--- src/hw/spslo_pkg.sv ---
`default_nettype none

package spslo_pkg;

  // ---------------------------------------------------------------
  // Register map (byte addresses)
  // ---------------------------------------------------------------
  localparam logic [31:0] SPSLO_CTRL_ADDR = 32'h0000_0000;
  localparam logic [31:0] SPSLO_STATUS_ADDR = 32'h0000_0004;
  localparam logic [31:0] SPSLO_ADDR_MASK = 32'h0000_00fc;

  // ---------------------------------------------------------------
  // Control register fields
  // ---------------------------------------------------------------
  localparam int SPSLO_CTRL_SEL_A = 0;
  localparam int SPSLO_CTRL_SEL_B = 1;
  localparam int SPSLO_CTRL_LOOP = 2;
  localparam int SPSLO_CTRL_LATCH_OPEN = 3;
  localparam int SPSLO_CTRL_ENBUS_LSB = 4;
  localparam int SPSLO_CTRL_SDL_LSB = 8;
  localparam logic [31:0] SPSLO_CTRL_RESET = 32'h0000_0003;

  // ---------------------------------------------------------------
  // Status register fields
  // ---------------------------------------------------------------
  localparam int SPSLO_STAT_EN_LSB = 0;
  localparam int SPSLO_STAT_LOOP = 4;
  localparam int SPSLO_STAT_OPEN = 5;

  // Enable bit order on the shared enable bus.
  localparam int SPSLO_EN_A_PRI = 0;
  localparam int SPSLO_EN_A_SEC = 1;
  localparam int SPSLO_EN_B_PRI = 2;
  localparam int SPSLO_EN_B_SEC = 3;
  localparam int SPSLO_EN_W = 4;

  // Three-level select encodings (low, mid, high).
  localparam logic [1:0] SPSLO_SDL_LOW = 2'h0;
  localparam logic [1:0] SPSLO_SDL_MID = 2'h1;
  localparam logic [1:0] SPSLO_SDL_HIGH = 2'h2;
  localparam logic [1:0] SPSLO_SDL_BAD = 2'h3;
  localparam int SPSLO_SDL_W = 2;

  // Channels and the packing of the synchronised pins.
  localparam int SPSLO_CHAN_N = 2;
  localparam int SPSLO_CHAN_A = 0;
  localparam int SPSLO_CHAN_B = 1;
  localparam int SPSLO_EN_PER_CHAN = 2;
  localparam int SPSLO_SERIN_W = 4;
  localparam int SPSLO_PIN_TX_LSB = 4;
  localparam int SPSLO_PIN_RST = 6;
  localparam int SPSLO_SYNC_W = 7;

  localparam logic [1:0] SPSLO_HTRANS_NONSEQ = 2'h2;
  localparam logic [2:0] SPSLO_HSIZE_WORD = 3'h2;

endpackage : spslo_pkg

`default_nettype wire

--- src/hw/spslo_top.sv ---
`timescale 1ns/10ps
`default_nettype none

module spslo_top
  import spslo_pkg::*;
#(
  parameter int EN_W = SPSLO_EN_W
) (
  input wire logic hclk,
  input wire logic hresetn,
  input wire logic hsel,
  input wire logic [31:0] haddr,
  input wire logic [1:0] htrans,
  input wire logic hwrite,
  input wire logic [2:0] hsize,
  input wire logic [31:0] hwdata,
  input wire logic hready,
  output logic hreadyout,
  output logic hresp,
  output logic [31:0] hrdata,
  input wire logic device_reset_n,
  input wire logic chan_a_primary_serial_in,
  input wire logic chan_a_secondary_serial_in,
  input wire logic chan_b_primary_serial_in,
  input wire logic chan_b_secondary_serial_in,
  input wire logic chan_a_tx_serial,
  input wire logic chan_b_tx_serial,
  output logic chan_a_cdr_in,
  output logic chan_b_cdr_in,
  output logic chan_a_primary_serial_out,
  output logic chan_a_secondary_serial_out,
  output logic chan_b_primary_serial_out,
  output logic chan_b_secondary_serial_out,
  output logic [EN_W-1:0] driver_enable,
  output logic [1:0] signal_detect_level_select
);

  // ---------------------------------------------------------------
  // Parameter check
  // ---------------------------------------------------------------
  // The pin packing and the status layout are fixed at four drivers.
  generate
    if (EN_W != SPSLO_EN_W) begin : g_bad_en_w
      $error("spslo_top: EN_W must be four");
    end
  endgenerate

  // ---------------------------------------------------------------
  // State and nets
  // ---------------------------------------------------------------
  logic [31:0] ctrl_q;
  logic [31:0] ctrl_d;
  logic wr_pend_q;
  logic wr_pend_d;
  logic [31:0] addr_q;
  logic [31:0] addr_d;
  logic [31:0] rdata_q;
  logic [31:0] rdata_d;
  logic [31:0] rd_word;
  logic [31:0] addr_now;
  logic [EN_W-1:0] en_latch_q;
  logic [EN_W-1:0] en_latch_d;
  logic [SPSLO_SYNC_W-1:0] pin_raw;
  logic [SPSLO_SYNC_W-1:0] pin_s1_q;
  logic [SPSLO_SYNC_W-1:0] pin_s2_q;
  logic [SPSLO_SERIN_W-1:0] serin_s;
  logic [SPSLO_CHAN_N-1:0] tx_s;
  logic dev_rst_n_s;
  logic [SPSLO_CHAN_N-1:0] sel_chan;
  logic [EN_W-1:0] serout_q;
  logic [EN_W-1:0] serout_d;
  logic [SPSLO_CHAN_N-1:0] cdr_q;
  logic [SPSLO_CHAN_N-1:0] cdr_d;
  logic trans_ok;
  logic size_ok;
  logic acc;
  logic rd_acc;
  logic wr_acc;
  logic sel_a;
  logic sel_b;
  logic loop_en;
  logic latch_open;
  logic [EN_W-1:0] en_bus;

  // ---------------------------------------------------------------
  // AHB-Lite slave
  // ---------------------------------------------------------------
  // The slave never stretches a transfer, so the bus runs at full rate
  // and software never has to poll for a slow answer.
  assign trans_ok = (htrans == SPSLO_HTRANS_NONSEQ);
  assign size_ok = (hsize == SPSLO_HSIZE_WORD);
  assign acc = hsel && hready && trans_ok && size_ok;
  assign rd_acc = acc && !hwrite;
  assign wr_acc = acc && hwrite;
  assign addr_now = haddr & SPSLO_ADDR_MASK;
  assign hreadyout = 1'b1;
  assign hresp = 1'b0;
  assign hrdata = rdata_q;

  // ---------------------------------------------------------------
  // Control fields
  // ---------------------------------------------------------------
  assign sel_a = ctrl_q[SPSLO_CTRL_SEL_A];
  assign sel_b = ctrl_q[SPSLO_CTRL_SEL_B];
  assign loop_en = ctrl_q[SPSLO_CTRL_LOOP];
  assign latch_open = ctrl_q[SPSLO_CTRL_LATCH_OPEN];
  assign en_bus = ctrl_q[SPSLO_CTRL_ENBUS_LSB +: SPSLO_EN_W];

  // ---------------------------------------------------------------
  // Write path
  // ---------------------------------------------------------------
  // The data phase follows the taken address phase by one edge, so the
  // address is parked until hwdata stands.
  always_comb begin
    wr_pend_d = wr_acc;
    addr_d = acc ? addr_now : addr_q;
    ctrl_d = ctrl_q;
    if (wr_pend_q && (addr_q == SPSLO_CTRL_ADDR)) begin
      ctrl_d = hwdata;
      // The unused code would leave the detect threshold undefined, so
      // such a write keeps the level that was set before.
      if (hwdata[SPSLO_CTRL_SDL_LSB +: SPSLO_SDL_W] == SPSLO_SDL_BAD) begin
        ctrl_d[SPSLO_CTRL_SDL_LSB +: SPSLO_SDL_W] =
          ctrl_q[SPSLO_CTRL_SDL_LSB +: SPSLO_SDL_W];
      end
    end
  end

  always_ff @(posedge hclk or negedge hresetn) begin
    if (!hresetn) begin
      ctrl_q <= SPSLO_CTRL_RESET;
      wr_pend_q <= 1'b0;
      addr_q <= '0;
    end else begin
      ctrl_q <= ctrl_d;
      wr_pend_q <= wr_pend_d;
      addr_q <= addr_d;
    end
  end

  // ---------------------------------------------------------------
  // Read path
  // ---------------------------------------------------------------
  // The word is chosen in the address phase and registered, so it
  // stands on hrdata for the whole data phase.
  always_comb begin
    rd_word = '0;
    if (addr_now == SPSLO_CTRL_ADDR) begin
      rd_word = ctrl_q;
    end else if (addr_now == SPSLO_STATUS_ADDR) begin
      rd_word[SPSLO_STAT_EN_LSB +: SPSLO_EN_W] = en_latch_q;
      rd_word[SPSLO_STAT_LOOP] = loop_en;
      rd_word[SPSLO_STAT_OPEN] = latch_open;
    end
  end

  always_comb begin
    rdata_d = rdata_q;
    if (rd_acc) begin
      rdata_d = rd_word;
    end
  end

  always_ff @(posedge hclk or negedge hresetn) begin
    if (!hresetn) begin
      rdata_q <= '0;
    end else begin
      rdata_q <= rdata_d;
    end
  end

  // ---------------------------------------------------------------
  // Pin synchronisers
  // ---------------------------------------------------------------
  // Serial pins are treated as slow levels here; the real CDR path is
  // analog and this model only carries the selection.
  assign pin_raw = {device_reset_n, chan_b_tx_serial, chan_a_tx_serial,
    chan_b_secondary_serial_in, chan_b_primary_serial_in,
    chan_a_secondary_serial_in, chan_a_primary_serial_in};

  // The device reset stage starts low, so the latch stays cleared until
  // a high level on the pin has passed both stages.
  genvar gs;
  generate
    for (gs = 0; gs < SPSLO_SYNC_W; gs++) begin : g_sync
      always_ff @(posedge hclk or negedge hresetn) begin
        if (!hresetn) begin
          pin_s1_q[gs] <= 1'b0;
          pin_s2_q[gs] <= 1'b0;
        end else begin
          pin_s1_q[gs] <= pin_raw[gs];
          pin_s2_q[gs] <= pin_s1_q[gs];
        end
      end
    end
  endgenerate

  assign serin_s = pin_s2_q[SPSLO_SERIN_W-1:0];
  assign tx_s = pin_s2_q[SPSLO_PIN_TX_LSB +: SPSLO_CHAN_N];
  assign dev_rst_n_s = pin_s2_q[SPSLO_PIN_RST];

  // ---------------------------------------------------------------
  // Output-enable latch
  // ---------------------------------------------------------------
  // Built as a clocked register: open copies the bus every edge, so on
  // the closing edge it keeps the last value seen while open. The cost
  // is one edge of delay against a true transparent latch.
  genvar gl;
  generate
    for (gl = 0; gl < EN_W; gl++) begin : g_latch
      always_comb begin
        en_latch_d[gl] = en_latch_q[gl];
        if (!dev_rst_n_s) begin
          en_latch_d[gl] = 1'b0;
        end else if (latch_open) begin
          en_latch_d[gl] = en_bus[gl];
        end
      end

      always_ff @(posedge hclk or negedge hresetn) begin
        if (!hresetn) begin
          en_latch_q[gl] <= 1'b0;
        end else begin
          en_latch_q[gl] <= en_latch_d[gl];
        end
      end
    end
  endgenerate

  // ---------------------------------------------------------------
  // Receive selection
  // ---------------------------------------------------------------
  assign sel_chan[SPSLO_CHAN_A] = sel_a;
  assign sel_chan[SPSLO_CHAN_B] = sel_b;

  // A channel's primary and secondary inputs sit next to each other in
  // the enable order, so one index serves both maps.
  genvar gc;
  generate
    for (gc = 0; gc < SPSLO_CHAN_N; gc++) begin : g_chan
      always_comb begin
        if (loop_en) begin
          cdr_d[gc] = tx_s[gc];
        end else if (sel_chan[gc]) begin
          cdr_d[gc] = serin_s[gc * SPSLO_EN_PER_CHAN];
        end else begin
          cdr_d[gc] = serin_s[gc * SPSLO_EN_PER_CHAN + SPSLO_EN_A_SEC];
        end
      end

      always_ff @(posedge hclk or negedge hresetn) begin
        if (!hresetn) begin
          cdr_q[gc] <= 1'b0;
        end else begin
          cdr_q[gc] <= cdr_d[gc];
        end
      end
    end
  endgenerate

  // ---------------------------------------------------------------
  // Serial drivers
  // ---------------------------------------------------------------
  // A powered-down driver shows a steady low; loop-back forces only the
  // enabled drivers high.
  genvar gd;
  generate
    for (gd = 0; gd < EN_W; gd++) begin : g_drv
      always_comb begin
        serout_d[gd] = 1'b0;
        if (en_latch_q[gd]) begin
          serout_d[gd] = loop_en ? 1'b1
            : tx_s[gd / SPSLO_EN_PER_CHAN];
        end
      end

      always_ff @(posedge hclk or negedge hresetn) begin
        if (!hresetn) begin
          serout_q[gd] <= 1'b0;
        end else begin
          serout_q[gd] <= serout_d[gd];
        end
      end
    end
  endgenerate

  // ---------------------------------------------------------------
  // Output pins
  // ---------------------------------------------------------------
  assign chan_a_cdr_in = cdr_q[SPSLO_CHAN_A];
  assign chan_b_cdr_in = cdr_q[SPSLO_CHAN_B];
  assign chan_a_primary_serial_out = serout_q[SPSLO_EN_A_PRI];
  assign chan_a_secondary_serial_out = serout_q[SPSLO_EN_A_SEC];
  assign chan_b_primary_serial_out = serout_q[SPSLO_EN_B_PRI];
  assign chan_b_secondary_serial_out = serout_q[SPSLO_EN_B_SEC];
  assign driver_enable = en_latch_q;
  assign signal_detect_level_select =
    ctrl_q[SPSLO_CTRL_SDL_LSB +: SPSLO_SDL_W];

endmodule : spslo_top

`default_nettype wire

--- config.mk ---
export PLATFORM = sky130hd
export DESIGN_NAME = spslo_top
export DESIGN_NICKNAME = d
export VERILOG_FILES = /design/src/hw/spslo_pkg.sv /design/src/hw/spslo_top.sv
export SDC_FILE = /design/constraint.sdc
export NUM_CORES = 1
export LEC_CHECK = 0
export BUFFER_PORTS_ARGS = -buffer_cell sky130_fd_sc_hd__buf_2
export CAP_MARGIN = 10
export CORE_MARGIN = 2
export CORE_UTILIZATION = 32
export DETAILED_ROUTE_END_ITERATION = 12
export MAX_ROUTING_LAYER = met4
export PLACE_DENSITY = 0.61
export REMOVE_ABC_BUFFERS = 1
export SYNTH_ARGS = -nofsm -noshare
export SYNTH_HDL_FRONTEND = slang
export SYNTH_SLANG_ARGS = --single-unit
--- constraint.sdc ---
create_clock -name hclk -period 2.2 [get_ports hclk]
set_input_delay 0.33 -clock hclk [delete_from_list [all_inputs] [get_ports hclk]]
set_output_delay 0.33 -clock hclk [all_outputs]
set_load 0.02 [all_outputs]
==> qor.yml, run 1 <==
route:
  via_per_inst: 4.79
  drc: 0
  drtPass1Iterations: 4
  wirelength_mm: 8.31
  vias: 2444
  drtAntennaViolNets: 0
  drt_iter0_drc: 131
  avgRoutedWirePerCell_um: 16.3
layout:
  drive_gt1_frac: 0.496
  stdcell_count: 510
  antennaDiodeCount: 0
  layout_common_cells: "buf_2, dfrtp_1, mux2_4, nand3_1, o2bb2ai_1"
  final_nets: 439
  area_growth_pct: 23.9
  layout_commonest_cell: "buf_2"
place:
  place_congestion: 0.728
  io_buffers: 98
  placed_cells: 493
  dpl.hpwl_mm: 5.68
synth:
  ys_types: 29
  synth-seq-cells: 95
  yosysWarnings: 0
  syn_area_mm2: 0.00385
  syn_avg_cell_area_um2: 14.6
  syn-instance-count: 263
  synth_seq_area_share: 0.618
floorplan:
  die_area_mm2: 0.0129
  ioPinCount: 127
  die_w_um: 114
  num_rows: 40
  fp.dieH_um: 114
  initial_core_util: 0.325
  core_mm2: 0.0119
worst_hold_path:
  hold_path_class: "in -> reg"
worst_setup_path:
  path_class: "reg -> reg"
  endpoint_kind: "flop"
  critPathMaxStageDelay_ns: 0.54
  startpoint_type: "flop"
  cp.arrival_ns: 2.19
  crit_buf_inv: 1
  cp_top_family: "simple AND/OR/NAND/NOR gates"
  path_cells: "or4b_4 > or2_2 > buf_4 > mux2_4"
  critPathRequiredTime_ns: 2.43
  slowest_stage: "or4b_4"
  path_max_fanout: 16
sta:
  setup_viol: 0
  fin_crit_sh: 0.891
  grt_setup_unrepaired: "no"
  period_minus_slack_ns: 1.96
  skew_ns: 0.00655
  slew_headroom: 0.620
  tns_ns: 0
  final_max_slew_viol_count: 0
  max_freq_ghz: 0.510
  hold_viol_final: 0
  worst_pin_slew_ns: 0.571
clock_tree:
  cts_tree: "built"
  cts_buffer_depth: 2
  cts_root_buf: "clkbuf_16"
  clk_transition_reported_paths_ns: 0.07
  insertion_delay_ns: 0.35
  htree_num_levels: 3
  clock_sinks: 95
  postCtsSetupRepairBufs: 0
  cts_buffers: 9
global_route:
  gr-total-overflow: 0
  grt_max_degree: 55
  antenna_found_initial: 0
  grt.total_usage: 0.141
  grt_pass1_wl_mm: 13.5
  grt_pass1_vias: 2506
status:
  outcome: "complete, no violations"
pwr:
  powerDensity_mw_per_mm2: 791
  power.total_w: 0.00378
  max-vdd-ir-drop_mv: 0.442
  p_leak_nw: 2.37
job:
  drv_cap: 0
==> flip-flops by register name (all words and copies together) (netlist names) <==
signal / count
pin_s2_q: 6
chan_b_primary_serial_out: 1
chan_a_primary_serial_out: 1
addr_q: 6
driver_enable: 4
ctrl_q: 32
chan_b_cdr_in: 1
hrdata: 32
dev_rst_n_s: 1
chan_a_cdr_in: 1
wr_pend_q: 1
chan_b_secondary_serial_out: 1
chan_a_secondary_serial_out: 1
pin_s1_q: 7
==> stage by stage <==
step | instance area [µm²] | hold slack (ns) | util | setup slack [ns]
6_report | 4770 | 0.0869 | 0.403 | 0.240
5_1_grt | 4770 | 0.0719 | 0.403 | 0.175
4_1_cts | 4770 | 0.0723 | 0.403 | 0.217
3_5_place_dp | 4480 | 0.335 | 0.378 | 0.240
3_3_place_gp | 4480 | 0.331 | 0.378 | 0.253
2_1_floorplan | 3680 | 0.0344 | - | -2.29
==> layer usage <==
| metal | vias to the layer above | global-route usage | part of all wire |
|---|---|---|---|
| met4 | 0 | 0.0618 | 0.020 |
| li1 | 1127 | - | - |
| met2 | 71 | 0.204 | 0.46 |
| met5 | - | - | 0 |
| met3 | 11 | 0.0457 | 0.057 |
| met1 | 1235 | 0.181 | 0.46 |
==> cell families after synthesis <==
family          Yosys count  synth area share
flops                    95             0.618
compound gates           46            0.0994
simple gates             46            0.0698
buf+inv                  26            0.0455
mux                      48             0.166
other cells               2           0.00195
==> worst register-to-register path, stage by stage (launching register included) <==
cell and delay, ns:
dfrtp_1 0.38, or4b_4 0.54, or2_2 0.32, buf_4 0.25, mux2_4 0.34
==> cell type report <==
| cell class | instances | area (µm²) |
|---|---|---|
| sequential | 95 | 2380 |
| multi-input combinational | 142 | 1330 |
| fill | 1143 | 7090 |
| tap | 147 | 184 |
| clock buffer | 12 | 256 |
| timing repair buffer | 110 | 598 |
| clock inverter | 4 | 28.8 |
==> final timing paths <==
kind	endpoint	cells past startpoint	from	slack, ns
max in group asynchronous	ctrl_q[0]	3	hresetn	0.93
hold / removal	pin_s1_q[3]	1	chan_b_secondary_serial_in	0.09
min in group asynchronous	addr_q[2]	2	hresetn	0.52
setup reg to reg	ctrl_q[23]	4	addr_q[4]	0.24
setup / recovery	ctrl_q[23]	4	addr_q[4]	0.24
hold reg to reg	pin_s2_q[5]	0	pin_s1_q[5]	0.35
==> report_power, final <==
part           internal [W]  total [W]  switching (W)
sequential          0.00187    0.00195      0.0000801
combinational      0.000199   0.000352       0.000153
clock              0.000830    0.00148       0.000648
==> Yosys cell counts (all sizes together) <==
library cell	number	share of area
a31o	6	0.014
o22a	2	0.0045
mux2i	6	0.016
conb	2	0.0019
a21boi	6	0.012
mux2	42	0.15
nor3	3	0.0039
nor2b	4	0.0065
nand2	3	0.0029
o21a	4	0.0078
dfrtp	93	0.60
o21ai	2	0.0026
dfstp	2	0.014
or4b	2	0.0062
nand3	26	0.034
o2bb2ai	26	0.059
and4b	1	0.0026
or2	1	0.0016
buf	13	0.033
clkbuf	13	0.013
nor3b	1	0.0019
nor4bb	2	0.0052
or3	1	0.0019
and2	2	0.0032
==> repair_timing <==
item | in CTS | in global routing
endpoints found under the hold margin | 11 | 0
hold buffers | 1 | 0
gates resized for setup | 0 | 0
Note: power is estimated with default switching activity, not from simulation.
==> inputs of run 2 (changes only) <==
- ABC_AREA: unset -> 1
==> qor.yml, run 2 <==
status:
  outcome: "complete, no violations"  # unchanged
synth:
  synth-seq-cells: 95  # unchanged
  synth_seq_area_share: 0.614  # was 0.618
  ys.flop_type: "dfrtp_1"  # unchanged
  synthArstFlopShare: 1.00  # unchanged
  synth.top_cell.area_share: 0.600  # was 0.604
  yosysTopAreaCell: "dfrtp_1"  # unchanged
  synth.area.top_cells: "dfrtp_1, nand2_1, nand4_1, o21ai_2, inv_1"  # was dfrtp_1, mux2_4, o2bb2ai_1, mux2_2, nand3_1
  syn_area_mm2: 0.00388  # was 0.00385 mm²
  syn-instance-count: 406  # was 263
  ys_types: 22  # was 29
  synthTopCellsByCount: "nand2_1, dfrtp_1, nand4_1"  # was dfrtp_1, mux2_4, nand3_1, o2bb2ai_1, mux2_2
  synth_most_common_cell: "nand2_1"  # was dfrtp_1
  yosysWarnings: 0  # unchanged
  syn_avg_cell_area_um2: 9.55  # was 14.6 µm²
  synth_edf_count: 0  # unchanged
floorplan:
  ioPinCount: 127  # unchanged
  num_rows: 40  # unchanged
  initial_core_util: 0.325  # about the same
  die_area_mm2: 0.0130  # was 0.0129 mm²
  die_w_um: 114  # about the same
  fp.dieH_um: 114  # about the same
  core_mm2: 0.0119  # about the same
sta:
  max_freq_ghz: 0.587  # was 0.510 GHz
  grt_setup_unrepaired: "no"  # unchanged
  timing.final.ws_setup_ns: 0.497  # was 0.240 ns
  hold_viol_final: 0  # unchanged
  worst_pin_slew_ns: 0.568  # was 0.571 ns
  skew_ns: 0.00455  # was 0.00655 ns
  period_minus_slack_ns: 1.70  # was 1.96 ns
  holdWs_ns: 0.0927  # was 0.0869 ns
  tns_ns: 0  # unchanged
  final_max_slew_viol_count: 0  # unchanged
  slew_headroom: 0.621  # was 0.620
  fin_crit_sh: 0.774  # was 0.891
  setup_viol: 0  # unchanged
route:
  vias: 2994  # was 2444
  drtPass1Iterations: 4  # unchanged
  avgRoutedWirePerCell_um: 13.4  # was 16.3 µm
  via_per_inst: 4.59  # was 4.79
  drc: 0  # unchanged
  wirelength_mm: 8.71  # was 8.31 mm
  drtAntennaViolNets: 0  # unchanged
  drt_iter0_drc: 161  # was 131
pwr:
  swShare: 0.252  # was 0.233
  p_switching_w: 0.000990  # was 0.000882 W
  combPwrFrac: 0.096  # was 0.093
  powerDensity_mw_per_mm2: 819  # was 791 mW/mm²
  max-vdd-ir-drop_mv: 0.434  # was 0.442 mV
  p_leak_nw: 2.50  # was 2.37 nW
  pwr-share-clk: 0.404  # was 0.391
  p_int_w: 0.00294  # was 0.00290 W
  sequentialPowerShare: 0.501  # was 0.516
worst_setup_path:
  endpoint_kind: "flop"  # unchanged
  r2r-start: "addr_q[7]"  # was addr_q[4]
  critPathMaxStageDelay_ns: 0.48  # was 0.54 ns
  cp_top_family: "simple AND/OR/NAND/NOR gates"  # unchanged
  slowest_stage: "nor2_4"  # was or4b_4
  startpoint_type: "flop"  # unchanged
  crit_path_frequent_cell: "nand2_1"
  crit_buf_inv: 1  # unchanged
  path_cells: "nor2_1 > nand2_1 > nor2_4 > inv_2 > nand2_1 > nand2_1"  # was or4b_4 > or2_2 > buf_4 > mux2_4
  ff2ff_setup_slack_ns: 0.50  # was 0.24 ns
  path_class: "reg -> reg"  # unchanged
  worstRegToRegCells: 6  # was 4
  critPathRequiredTime_ns: 2.42  # was 2.43 ns
  path_max_fanout: 21  # was 16
  cp.arrival_ns: 1.93  # was 2.19 ns
  rr_endpoint: "ctrl_q[20]"  # was ctrl_q[23]
place:
  io_buffers: 98  # unchanged
  place_ws_ns: 0.468  # was 0.240 ns
  place_congestion: 0.721  # was 0.728
  dpl_cell_area_mm2: 0.00447  # was 0.00448 mm²
  dpl.hpwl_mm: 6.14  # was 5.68 mm
clock_tree:
  htree_num_levels: 3  # unchanged
  insertion_delay_ns: 0.34  # was 0.35 ns
  cts_buffers: 9  # unchanged
  clock_sinks: 95  # unchanged
  cts_hold_buffers: 1  # unchanged
  cts_root_buf: "clkbuf_16"  # unchanged
  clk_transition_reported_paths_ns: 0.07  # about the same
  cts_tree: "built"  # unchanged
  cts-resized-gates: 0  # unchanged
  postCtsSetupRepairBufs: 0  # unchanged
  cts_buffer_depth: 2  # unchanged
layout:
  drive_gt1_frac: 0.287  # was 0.496
  antennaDiodeCount: 0  # unchanged
  fin_area_mm2: 0.00479  # was 0.00477 mm²
  layout_common_cells: "nand2_1, buf_2, dfrtp_1, nand4_1, inv_1"  # was buf_2, dfrtp_1, mux2_4, nand3_1, o2bb2ai_1
  final_nets: 581  # was 439
  layout_commonest_cell: "nand2_1"  # was buf_2
  area_growth_pct: 23.6  # was 23.9%
global_route:
  grt.total_usage: 0.148  # was 0.141
  grt_pass1_vias: 2967  # was 2506
  gr-total-overflow: 0  # unchanged
  grt_max_degree: 49  # was 55
  antenna_found_initial: 0  # unchanged
  grt_pass1_wl_mm: 14.5  # was 13.5 mm
worst_hold_path:
  hold_path_end: "pin_s1_q[3]"  # unchanged
  hold_depth: 1  # unchanged
  hold_path_class: "in -> reg"  # unchanged
  min_from: "chan_b_secondary_serial_in"  # unchanged
job:
  drv_cap: 0  # unchanged
run 2: cell count changes after synthesis, moves of 7 or more:
cell       previous run  this run
o21ai_1               0        10
o2bb2ai_1            26         0
mux2_2               14         0
nand2_1               3       156
o21ai_0               2        15
mux2_4               28         0
nand4_1               0        32
buf_2                 5        12
nor2_1                0        11
clkbuf_1             13         0
nand3_1              26        12
o21ai_2               0        10
inv_1                 0        20
run 2: power groups by stage:
stage / Sequential (W) / Combinational (W) / Clock [W]
floorplan: 0.00202 / 0.000153 / 0
global placement: 0.00199 / 0.000370 / 0
detailed placement: 0.00200 / 0.000380 / 0
CTS: 0.00197 / 0.000383 / 0.00163
global route: 0.00198 / 0.000430 / 0.00171
finish: 0.00197 / 0.000375 / 0.00159
run 2: layout make-up:
type	instances	area, µm²
Tap cell	147	184
Inverter	22	82.6
Clock inverter	6	70.1
Timing Repair Buffer	107	588
Multi-Input combinational cell	265	1250
Fill cell	1214	7120
Clock buffer	10	239
Sequential cell	95	2380
run 2: metal layers:
metal	GRT usage	vias to the layer above	part of all wire
met3	0.0408	11	0.046
met1	0.190	1417	0.48
met2	0.229	67	0.46
li1	-	1499	-
met5	-	-	0
met4	0.0447	0	0.011
run 2: worst max path at each step:
stage,from,endpoint,slack (ns),depth (start not counted)
global route,addr_q[7],ctrl_q[7],0.27,6
global placement,hsize[2],hrdata[16],0.51,8
CTS,addr_q[7],ctrl_q[16],0.45,6
detailed placement,addr_q[7],ctrl_q[16],0.47,6
floorplan,haddr[7],hrdata[26],0.60,5
finish,addr_q[7],ctrl_q[20],0.50,6
run 2: cells by family (layout without fill, tap and decap cells):
group | count (synthesis) | count (layout) | share of synthesized area
buffers and inverters | 46 | 145 | 0.0639
DFF | 95 | 95 | 0.614
AOI/OAI and AO/OA | 43 | 43 | 0.0665
other | 2 | 2 | 0.00194
and+or+nand+nor | 220 | 220 | 0.254
run 2: stage by stage:
stage                     cells  utilization  power, W
final                       652        0.402   0.00393
after global routing        652        0.402   0.00412
after CTS                   652        0.402   0.00398
after detailed placement    635        0.376   0.00238
after global placement      635        0.376   0.00236
after floorplan             382            -   0.00218
==> inputs of run 3 (changes only) <==
- ABC_AREA: 1 -> 0
- clock period: 2.2 -> 1.6 ns (I/O delays scaled with it)
==> qor.yml, run 3 (synthesis gave the netlist of run 1 again) <==
sta:
  fin_crit_sh: 1.11  # was 0.774
  grt_setup_unrepaired: "yes"  # was no
  max_freq_ghz: 0.564  # was 0.587 GHz
  timing.final.ws_setup_ns: -0.172  # was 0.497 ns
  hold_viol_final: 0  # unchanged
  setup_viol: 32  # was 0
  skew_ns: 0.00502  # was 0.00455 ns
  period_minus_slack_ns: 1.77  # was 1.70 ns
  final_max_slew_viol_count: 0  # unchanged
floorplan:
  die_area_mm2: 0.0129  # was 0.0130 mm²
  initial_core_util: 0.325  # about the same
  fp.dieH_um: 114  # about the same
  core_mm2: 0.0119  # about the same
  die_w_um: 114  # about the same
  num_rows: 40  # unchanged
  ioPinCount: 127  # unchanged
place:
  io_buffers: 98  # unchanged
  placed_cells: 498  # was 635
  dpl_cell_area_mm2: 0.00460  # was 0.00447 mm²
  place_ws_ns: -0.275  # was 0.468 ns
  dpl.hpwl_mm: 5.86  # was 6.14 mm
  place_congestion: 0.727  # was 0.721
worst_setup_path:
  path_class: "reg -> reg"  # unchanged
  startpoint_type: "flop"  # unchanged
  critPathRequiredTime_ns: 1.82  # was 2.42 ns
  ff2ff_setup_slack_ns: -0.17  # was 0.50 ns
  path_max_fanout: 17  # was 21
  endpoint_kind: "flop"  # unchanged
  cp.arrival_ns: 2.00  # was 1.93 ns
job:
  drv_cap: 0  # unchanged
layout:
  area_growth_pct: 30.2  # was 23.6%
  final_nets: 451  # was 581
  regArea_mm2: 0.00238  # unchanged
  num-fill-cells: 1108  # was 1214
  antennaDiodeCount: 0  # unchanged
  layout_common_cells: "buf_2, dfrtp_1, mux2_4, nand3_1, o2bb2ai_1"  # was nand2_1, buf_2, dfrtp_1, nand4_1, inv_1
  drive_gt1_frac: 0.489  # was 0.287
  layout_commonest_cell: "buf_2"  # was nand2_1
  stdcell_count: 521  # was 652
  multi_input_comb_area_mm2: 0.00133  # was 0.00125 mm²
  fin_area_mm2: 0.00501  # was 0.00479 mm²
route:
  wirelength_mm: 8.47  # was 8.71 mm
  drtAntennaViolNets: 0  # unchanged
  drtPass1Iterations: 4  # unchanged
  avgRoutedWirePerCell_um: 16.2  # was 13.4 µm
  drc: 0  # unchanged
  drt_iter0_drc: 119  # was 161
  via_per_inst: 4.80  # was 4.59
  vias: 2503  # was 2994
clock_tree:
  insertion_delay_ns: 0.34  # about the same
  htree_num_levels: 3  # unchanged
  cts_tree: "built"  # unchanged
  cts_root_buf: "clkbuf_16"  # unchanged
  clk_transition_reported_paths_ns: 0.06  # was 0.07 ns
  cts_buffers: 9  # unchanged
  clock_sinks: 95  # unchanged
  cts_buffer_depth: 2  # unchanged
pwr:
  powerDensity_mw_per_mm2: 1110  # was 819 mW/mm²
  max-vdd-ir-drop_mv: 0.728  # was 0.434 mV
  p_leak_nw: 2.49  # was 2.50 nW
status:
  outcome: "finished with violations"  # was complete, no violations
  violations: "setup timing"
global_route:
  grt_pass1_vias: 2647  # was 2967
  gr-total-overflow: 0  # unchanged
  grt_pass1_wl_mm: 13.9  # was 14.5 mm
  grt_max_degree: 55  # was 49
  grt.total_usage: 0.144  # was 0.148
  antenna_found_initial: 0  # unchanged
worst_hold_path:
  hold_path_class: "in -> reg"  # unchanged
run 3: per-layer routing:
layer  wire length [µm]  GRT usage  up-vias
li1                   -          -     1156
met1               3840      0.182     1267
met2               4020      0.221       71
met3                445     0.0393        9
met4                153     0.0585        0
met5                  0          -        -
run 3: timing repair:
| action | in CTS | in global routing |
|---|---|---|
| endpoints found under the setup margin | 32 | 32 |
| resized for setup | 1 | 0 |
| endpoints found under the hold margin | 100 | 0 |
| pin swaps | 1 | 0 |
| hold buffers | 8 | 0 |
| buffers inserted | 0 | 0 |
run 3: final timing paths:
| check | cells past startpoint | startpoint | end |
|---|---|---|---|
| setup / recovery | 4 | addr_q[4] | ctrl_q[17] |
| hold / removal | 2 | hwdata[22] | ctrl_q[22] |
| setup reg to reg | 4 | addr_q[4] | ctrl_q[17] |
| hold reg to reg | 0 | pin_s1_q[5] | pin_s2_q[5] |
| max in group asynchronous | 3 | hresetn | ctrl_q[1] |
| min in group asynchronous | 3 | hresetn | hrdata[9] |
run 3: final cells by class:
class	count	area share
repair buffers	122	0.158
clock inverters	4	0.0190
well taps	147	0.0367
flip-flops and latches	95	0.475
clock buffers	11	0.0464
multi-input cells	142	0.265
run 3: power breakdown:
group	leakage, nW	internal, W	switching (W)
clock	0.160	0.00152	0.000868
sequential	1.21	0.00257	0.000113
combinational	1.12	0.000304	0.000219
run 3: worst max-delay path: stages, from the launching register on:
cell	delay, ns
dfrtp_1	0.37
or4b_4	0.53
or2_4	0.27
buf_12	0.17
mux2_4	0.30
run 3: metrics by stage:
step	utilization	setup TNS, ns	hold slack, ns	total power (W)
final	0.423	-4.71	0.129	0.00559
after global routing	0.423	-5.82	0.117	0.00583
after CTS	0.423	-5.06	0.111	0.00568
after detailed placement	0.388	-10.07	0.252	0.00324
after global placement	0.388	-9.75	0.244	0.00322
after floorplan	-	-119.19	-0.0556	0.00297
